**config.mk**
```make
export PLATFORM = sky130hd
export DESIGN_NAME = blf_fade_level
export DESIGN_NICKNAME = d
export VERILOG_FILES = /design/src/verilog/blf_pkg.sv /design/src/verilog/blf_fade_level.sv
export SDC_FILE = /design/constraint.sdc
export NUM_CORES = 1
export LEC_CHECK = 0
export BUFFER_PORTS_ARGS = -buffer_cell sky130_fd_sc_hd__buf_2
export CAP_MARGIN = 15
export CORE_UTILIZATION = 35
export CTS_CLUSTER_SIZE = 28
export DETAILED_ROUTE_END_ITERATION = 7
export GPL_TIMING_DRIVEN = 0
export PLACE_DENSITY = 0.56
export SETUP_SLACK_MARGIN = 0.02
export SLEW_MARGIN = 0
export SYNTH_ARGS = -nofsm -noshare
export SYNTH_HDL_FRONTEND = slang
export SYNTH_SLANG_ARGS = --single-unit
```
**constraint.sdc**
```tcl
create_clock -name ref_clk -period 60.2 [get_ports ref_clk]
set_input_delay 9.03 -clock ref_clk [delete_from_list [all_inputs] [get_ports ref_clk]]
set_output_delay 9.03 -clock ref_clk [all_outputs]
set_load 0.05 [all_outputs]
```
**src/verilog/blf_pkg.sv**
```systemverilog
// Package for the backlight fade and level current block.
// Assumes a 50 MHz ref_clk and an 8-bit register port from an I2C front end.
package blf_pkg;
    localparam logic [7:0] ADDR_FADE = 8'h09;
    localparam logic [7:0] ADDR_L1_MAX = 8'h0a;
    localparam logic [7:0] ADDR_L1_DIM = 8'h0b;
    localparam logic [7:0] ADDR_L2_MAX = 8'h0c;
    localparam logic [7:0] ADDR_L2_DIM = 8'h0d;
    localparam logic [7:0] RESET_VALUE = 8'h00;
    localparam logic [7:0] CODE_MASK = 8'h7f;
    localparam logic [6:0] CODE_ZERO = 7'h00;
    localparam logic [6:0] CODE_FULL = 7'h7f;
    localparam logic [3:0] RATE_OFF = 4'h0;
    localparam logic [3:0] RATE_LIN_LAST = 4'ha;
    localparam logic [2:0] LEVEL_ONE = 3'h0;
    localparam logic [2:0] LEVEL_TWO = 3'h1;
    localparam logic [2:0] LEVEL_OFF_FIRST = 3'h5;
    localparam logic [1:0] LAW_CUBIC_10 = 2'h2;
    localparam logic [1:0] LAW_CUBIC_11 = 2'h3;
    localparam int CLK_HZ = 50000000;
    localparam int STEP_MS_SHORT = 300;
    localparam int STEP_MS_LONG = 500;
    localparam int BASE_MS_LONG = 3000;
    localparam int INSTANT_MS = 100;
    localparam int CODE_STEPS = 127;
    localparam int CYC_PER_MS = CLK_HZ / 1000;
    localparam int INSTANT_CYC = INSTANT_MS * CYC_PER_MS / CODE_STEPS;
    localparam int LIN_LAST = 10;
    localparam int CNT_W = 24;
    typedef enum logic [1:0] {
        ST_IDLE = 2'b00,
        ST_RAMP = 2'b01,
        ST_HOLD = 2'b10
    } blf_state_t;
endpackage : blf_pkg

```
**src/verilog/blf_fade_level.sv**
```systemverilog
// Backlight fade sequencer with level 1 and level 2 max and dim current registers.
// Assumes a synchronous byte-wide register port driven by an I2C slave on ref_clk.
//
// Operation
// - Nonzero fade-out code ramps current down to dim or off target.
// - Fade-out code sets full-scale time: 0.3 s steps to 3.0, then 0.5 s steps.
// - Code zero moves current to target immediately, within 100 ms.
// - Turning on with nonzero fade-in code ramps current up to maximum.
// - Fade-in uses the same encoding, referenced to 0 to 30 mA.
// - Per-step rate is fixed, so shorter fades finish sooner.
// - Level 1 maximum register holds 7-bit code, bit 7 reserved.
// - Code maps to current by square law, 0x7f gives 30 mA.
// - Cubic laws share the mapping and only change time per code.
// - Dim code applies on dim timeout or when dim enable is set.
// - Level 2 has max code at 0x0c and dim code at 0x0d.
// - Level 1 has dim code at 0x0b separate from max at 0x0a.
// - Level field selects level 1 or 2; values 101 to 111 force zero.
// - Law field 00/01 gives linear steps, 10/11 give cubic steps.
// - Dim timeout starts only after maximum is reached.
`timescale 1ns/1ps
module blf_fade_level
    import blf_pkg::*;
(
    // Clock and reset.
    input wire logic ref_clk,
    input wire logic reset_n,
    // Register port.
    input wire logic reg_wr,
    input wire logic reg_rd,
    input wire logic [7:0] reg_addr,
    input wire logic [7:0] reg_wdata,
    output logic [7:0] reg_rdata_ff,
    // Controls from neighbouring registers and timers.
    input wire logic backlight_on,
    input wire logic dim_enable,
    input wire logic dim_timeout_expired,
    input wire logic [2:0] brightness_level_select,
    input wire logic [1:0] ramp_transfer_law,
    // DAC drive and status.
    output logic [6:0] dac_code_ff,
    output logic at_max_ff,
    output logic ramping_ff
);
    // ==========================================================
    // Registers
    logic [7:0] fade_ff;
    logic [6:0] l1_max_ff, l1_dim_ff, l2_max_ff, l2_dim_ff;
    wire logic [3:0] fade_out_rate = fade_ff[7:4];
    wire logic [3:0] fade_in_rate = fade_ff[3:0];
    wire logic [6:0] wcode = reg_wdata[6:0] & CODE_MASK[6:0];

    always_ff @(posedge ref_clk) begin
        if (!reset_n) begin
            fade_ff <= RESET_VALUE;
            l1_max_ff <= CODE_ZERO;
            l1_dim_ff <= CODE_ZERO;
            l2_max_ff <= CODE_ZERO;
            l2_dim_ff <= CODE_ZERO;
        end else if (reg_wr) begin
            if (reg_addr == ADDR_FADE) fade_ff <= reg_wdata;
            if (reg_addr == ADDR_L1_MAX) l1_max_ff <= wcode;
            if (reg_addr == ADDR_L1_DIM) l1_dim_ff <= wcode;
            if (reg_addr == ADDR_L2_MAX) l2_max_ff <= wcode;
            if (reg_addr == ADDR_L2_DIM) l2_dim_ff <= wcode;
        end
    end

    // Unmapped addresses read zero; reserved bit 7 of code registers reads zero.
    logic [7:0] nxt_rdata;
    always_comb begin
        unique case (reg_addr)
            ADDR_FADE: nxt_rdata = fade_ff;
            ADDR_L1_MAX: nxt_rdata = {1'b0, l1_max_ff};
            ADDR_L1_DIM: nxt_rdata = {1'b0, l1_dim_ff};
            ADDR_L2_MAX: nxt_rdata = {1'b0, l2_max_ff};
            ADDR_L2_DIM: nxt_rdata = {1'b0, l2_dim_ff};
            default: nxt_rdata = RESET_VALUE;
        endcase
    end

    always_ff @(posedge ref_clk) begin
        if (!reset_n) reg_rdata_ff <= RESET_VALUE;
        else if (reg_rd) reg_rdata_ff <= nxt_rdata;
    end

    // ==========================================================
    // Target selection
    wire logic lvl_one = brightness_level_select == LEVEL_ONE;
    wire logic lvl_two = brightness_level_select == LEVEL_TWO;
    wire logic lvl_off = brightness_level_select >= LEVEL_OFF_FIRST;
    // Levels 3 to 5 are served elsewhere; here they fall back to level 1 codes.
    wire logic [6:0] sel_max = lvl_two ? l2_max_ff : l1_max_ff;
    wire logic [6:0] sel_dim = lvl_two ? l2_dim_ff : l1_dim_ff;
    // The dim timer counts only at maximum; its expiry is held here, because the
    // first step away from maximum would otherwise withdraw the request and bounce.
    logic dim_hold_ff;
    wire logic dim_req = dim_enable ||
                         (dim_timeout_expired && (at_max_ff || dim_hold_ff));

    always_ff @(posedge ref_clk) begin
        if (!reset_n) dim_hold_ff <= 1'b0;
        else dim_hold_ff <= backlight_on && dim_timeout_expired && (at_max_ff || dim_hold_ff);
    end
    wire logic [6:0] target = (!backlight_on || lvl_off) ? CODE_ZERO :
                              (dim_req ? sel_dim : sel_max);
    wire logic going_up = target > dac_code_ff;
    wire logic [3:0] rate = going_up ? fade_in_rate : fade_out_rate;

    // ==========================================================
    // Step timing: full-scale time spread over 127 codes, a fixed time per code.
    function automatic logic [CNT_W-1:0] step_cycles(input logic [3:0] r);
        int ms;
        ms = 0;
        if (r == RATE_OFF) ms = INSTANT_MS;
        else if (r <= RATE_LIN_LAST) ms = int'(r) * STEP_MS_SHORT;
        else ms = BASE_MS_LONG + (int'(r) - LIN_LAST) * STEP_MS_LONG;
        step_cycles = CNT_W'(ms * CYC_PER_MS / CODE_STEPS);
    endfunction : step_cycles

    // Cubic laws dwell longer near the dark end and shorter near full scale,
    // keeping an average near the linear figure; Cubic 11 is the stronger bend.
    logic [CNT_W-1:0] base_cyc, dwell_cyc;
    always_comb begin
        base_cyc = step_cycles(rate);
        unique case (ramp_transfer_law)
            // Products are formed at 32 bits; a long dwell times a code overflows CNT_W.
            LAW_CUBIC_10: dwell_cyc = base_cyc + (base_cyc >> 1) -
                                      CNT_W'((32'(base_cyc) * 32'(dac_code_ff)) >> 7);
            LAW_CUBIC_11: dwell_cyc = (base_cyc << 1) -
                                      CNT_W'((32'(base_cyc) * 32'(dac_code_ff)) >> 6);
            default: dwell_cyc = base_cyc;
        endcase
        if (dwell_cyc == '0) dwell_cyc = CNT_W'(1);
    end

    // ==========================================================
    // Sequencer
    blf_state_t state_ff;
    logic [CNT_W-1:0] cnt_ff;
    // A step falls on the dwell's last cycle, so a full-scale fade is 127 dwells.
    wire logic step_due = (cnt_ff + CNT_W'(1)) >= dwell_cyc;

    always_ff @(posedge ref_clk) begin
        if (!reset_n) begin
            state_ff <= ST_IDLE;
            cnt_ff <= '0;
            dac_code_ff <= CODE_ZERO;
            ramping_ff <= 1'b0;
            at_max_ff <= 1'b0;
        end else begin
            at_max_ff <= backlight_on && !lvl_off && (dac_code_ff == sel_max);
            unique case (state_ff)
                ST_IDLE, ST_HOLD: begin
                    cnt_ff <= '0;
                    ramping_ff <= target != dac_code_ff;
                    state_ff <= (target != dac_code_ff) ? ST_RAMP : ST_HOLD;
                end
                ST_RAMP: begin
                    if (target == dac_code_ff) begin
                        state_ff <= ST_HOLD;
                        ramping_ff <= 1'b0;
                        cnt_ff <= '0;
                    end else if (step_due) begin
                        // One code per dwell keeps the rate fixed per step.
                        cnt_ff <= '0;
                        dac_code_ff <= going_up ? dac_code_ff + 7'h01
                                                : dac_code_ff - 7'h01;
                    end else begin
                        cnt_ff <= cnt_ff + CNT_W'(1);
                    end
                end
                default: state_ff <= ST_IDLE;
            endcase
        end
    end
endmodule : blf_fade_level

```
==> impl_metrics.csv <==
group,metric,value,unit
layout,layout-drive-gt1-share,15.1,%
power,power.leakage,0.0150,µW
critical_path,setup.reg_to_reg.worst_slack,10.26,ns
cts,cts_tree,"built",
route,drt_pass1_iterations,5,
cts,max-clock-path-buffers,2,
cts,cts_inserted_buffers,9,
route,drt-total-wl,108000,µm
layout,finalInstanceArea,37000,µm²
logic_synthesis,yosys_most_used_dff,"dfxtp_1",
critical_path,worstSetupStartpointType,"primary input",
global_route,grt_max_degree,17,
global_route,grt_pass1_wl,169000,µm
critical_path,timing.critical_path.to_type,"register",
route,drcViolationCount,0,
global_route,first_global_vias,31100,
timing,timing_worst_slew_pin_value,1.16,ns
floorplanning,floorplan.initialDensity,35.3,%
placement,hpwlAfterDp,86900,µm
timing,hold_viol_final,0,
min_path,worst_hold_startpoint,"l2_max_ff[5]",
timing,finalWorstPathRequiredPeriod,57.77,ns
layout,num-nets-final,5001,
cts,clock-sinks,80,
cts,cts.clk_slew.worst_paths,0.06,ns
cts,ctsHtreeMaxLevel,3,
floorplanning,boundaryPins,45,
min_path,timing.hold.worst_path_depth,2,
timing,finalWorstSetupSlack,2.43,ns
logic_synthesis,async_flop_share,0,%
timing,maximum_operating_frequency,17.3,MHz
critical_path,path_delay_family,"compound AO/OA/AOI/OAI gates",
cts,worstSkewPairLatency,0.35,ns
critical_path,worstReg2RegStart,"dac_code_ff[4]",
placement,dpl.cell_count,5595,
floorplanning,die_height,306,µm
logic_synthesis,post_synth_inst_count,4359,
min_path,holdPathEnd,"l2_max_ff[5]",
critical_path,crit_buf_inv,38,
critical_path,rr_worst_depth,216,
route,drtIter0Drc,2812,
floorplanning,num_rows,111,
logic_synthesis,avgSynthCellArea,7.40,µm²
critical_path,critPathRequiredTime,60.49,ns
critical_path,critPathMaxStageDelay,0.59,ns
timing,timing.final.setup_violations,0,
critical_path,worst-setup-path-type,"primary input to register",
floorplanning,core_area,91500,µm²
global_route,grt_util_all_layers,21.8,%
placement,dpl-instance-area,34000,µm²
logic_synthesis,synth-edff-count,0,
placement,place_worst_setup_slack,-4.53,ns
critical_path,worst_path_max_delay_cell,"or4b_4",
layout,areaGrowthSynthToFinish,14.8,%
placement,globalplace.congestion,0.901,
timing,number_of_slew_limit_violations_in_the_final_report,0,
layout,antenna_cells,0,
critical_path,endpoint_of_the_worst_slack_reg_to_reg_timing_path,"cnt_ff[14]",
run_status,status,"finished, final reports clean",
logic_synthesis,synth_area,32300,µm²
route,detailroute.via_count,33700,
timing,post-route-period-util,96.0,%
power,ir_drop,79.2,µV
flow_run,maxCapViolations,0,
timing,slew_headroom,22.4,%
logic_synthesis,postSynthRegisterBits,80,
layout,final_cell_count_no_fill,5718,
critical_path,crit_fanout,11,
power,power,1580,µW
placement,buffer_ports.inserted,40,
floorplanning,die-area,93400,µm²
route,route.detailed.vias_per_inst,5.89,
min_path,min-delay-path-class,"register to register",
cts,buffer_type_at_the_clock_tree_root,"clkbuf_16",
global_route,globalRouteOverflowTotal,0,
route,drt.antenna.violating_nets,0,
logic_synthesis,synth_sequential_area_ratio,4.96,%
layout,final_util,40.5,%
power,power.density,42.6,nW/µm²
logic_synthesis,synth_cell_type_count,155,
critical_path,critical_path.most_common_cell,"buf_4",
logic_synthesis,synthesis_warnings,0,
floorplanning,die_width,306,µm
critical_path,signal_arrival_time_at_the_worst_endpoint,58.06,ns
timing,fin_worst_skew,0.0103,ns
route,routedWlPerCell,18.8,µm
global_route,grt_antenna_before_repair,0,
## state kept, by name (all words and copies together), names as in the netlist
name and flops:
l1_dim_ff 7, l2_dim_ff 7, dim_hold_ff 1, l1_max_ff 7, l2_max_ff 7, reg_rdata_ff 8
state_ff 2, cnt_ff 24, fade_ff 8, at_max_ff 1, ramping_ff 1, dac_code_ff 7
## worst max-delay path by stage
stage / start / endpoint / slack, ns / cells after the start
5_1_grt: dim_timeout_expired / cnt_ff[14] / -0.19 / 222
3_3_place_gp: brightness_level_select[1] / cnt_ff[5] / -5.52 / 210
4_1_cts: brightness_level_select[1] / cnt_ff[17] / 0.09 / 218
3_5_place_dp: brightness_level_select[1] / cnt_ff[14] / -4.53 / 209
2_1_floorplan: brightness_level_select[1] / cnt_ff[17] / 6.12 / 204
6_report: brightness_level_select[1] / cnt_ff[14] / 2.43 / 218
## synth_stat cells, drive strengths merged, types with 29 or more instances
cell	instances	area share (%)
a31oi	71	1.6
nor3	112	1.9
nor4	63	1.5
and3	76	1.5
o211ai	67	1.7
o31ai	38	1.0
nand2b	37	0.72
ha	263	10
or2	37	0.72
nor2	421	4.9
a21oi	260	4.3
nand4	56	1.2
a211oi	51	1.4
nor2b	65	1.3
fa	183	11
or4	30	0.72
mux2i	88	2.8
buf	57	1.0
o21bai	43	1.0
xor2	98	2.7
o21a	31	0.72
dfxtp	80	5.0
o21ai	219	3.5
a21o	67	1.6
a21boi	29	0.70
inv	378	4.4
nand2	357	4.2
clkbuf	121	1.4
xnor2	224	6.3
nand3	148	2.3
and2	79	1.5
or3	49	1.0
## per-layer routing
layer  vias to the layer above  GRT usage (%)  share of wire, %
li1                      16200              -                 -
met1                     16400           30.1                46
met2                       980           37.2                47
met3                       120           1.32               4.5
met4                         0           4.53               2.2
met5                         -              0                 0
## report_power, final
group | total, µW | leakage (µW) | internal [µW] | switching (µW)
Sequential | 53.6 | 0.000646 | 53.3 | 0.280
Clock | 53.9 | 0.000141 | 29.7 | 24.3
Combinational | 1470 | 0.0143 | 568 | 902
## cell usage in the layout, fill, tap and decap left out, types with 71 or more instances in the layout
| cell type | count |
|---|---|
| nor2_1 | 403 |
| mux2i_1 | 74 |
| dfxtp_1 | 80 |
| buf_2 | 71 |
| and3_1 | 75 |
| a21oi_1 | 228 |
| clkbuf_1 | 92 |
| xor2_1 | 79 |
| xnor2_1 | 199 |
| nor3_1 | 93 |
| and2_1 | 73 |
| ha_1 | 259 |
| inv_1 | 371 |
| fa_1 | 183 |
| nand2_1 | 352 |
| nand3_1 | 138 |
| o21ai_0 | 170 |
| buf_4 | 137 |
## tightest hold or removal path, stage by stage, from the launching register on
cell and delay [ns]:
dfxtp_1 0.33, nand2_1 0.06, a21oi_1 0.05
## logic make-up (layout without fill, tap and decap cells)
kind of cell	after synthesis	after routing	share of synthesized area (%)
muxes	110	111	3.77
xor gates and xnor gates	322	322	8.96
and+or+nand+nor	1605	1605	25.6
other	1	3	0.0116
DFF	80	80	4.96
AOI/OAI and AO/OA	1233	1234	28.2
buffers and inverters	559	728	6.85
adders and majority gates	449	449	21.6
## repair_timing
action / CTS / global route
cloned: 0 / 2
pin swaps: 7 / 57
hold buffers: 0 / 0
resized for setup: 67 / 284
setup endpoints to repair: 31 / 31
setup buffers: 12 / 99
## through the flow
stage	TNS [ns]	hold WS, ns
CTS	0	0.482
detailed placement	-135.69	0.476
global route	-1.56	0.519
global placement	-166.20	0.469
floorplan	0	0.449
finish	0	0.483
## area by class of cell
class                      instances  area [µm²]
tap                             1186        1480
multi-input combinational       3724       30300
timing repair buffer             163        1140
clock buffer                      10         239
sequential                        80        1600
clock inverter                     6        50.0
fill                            9520       54500
inverter                         381        1440
buffer                           168         795
Power figures use the tool's default switching activity.
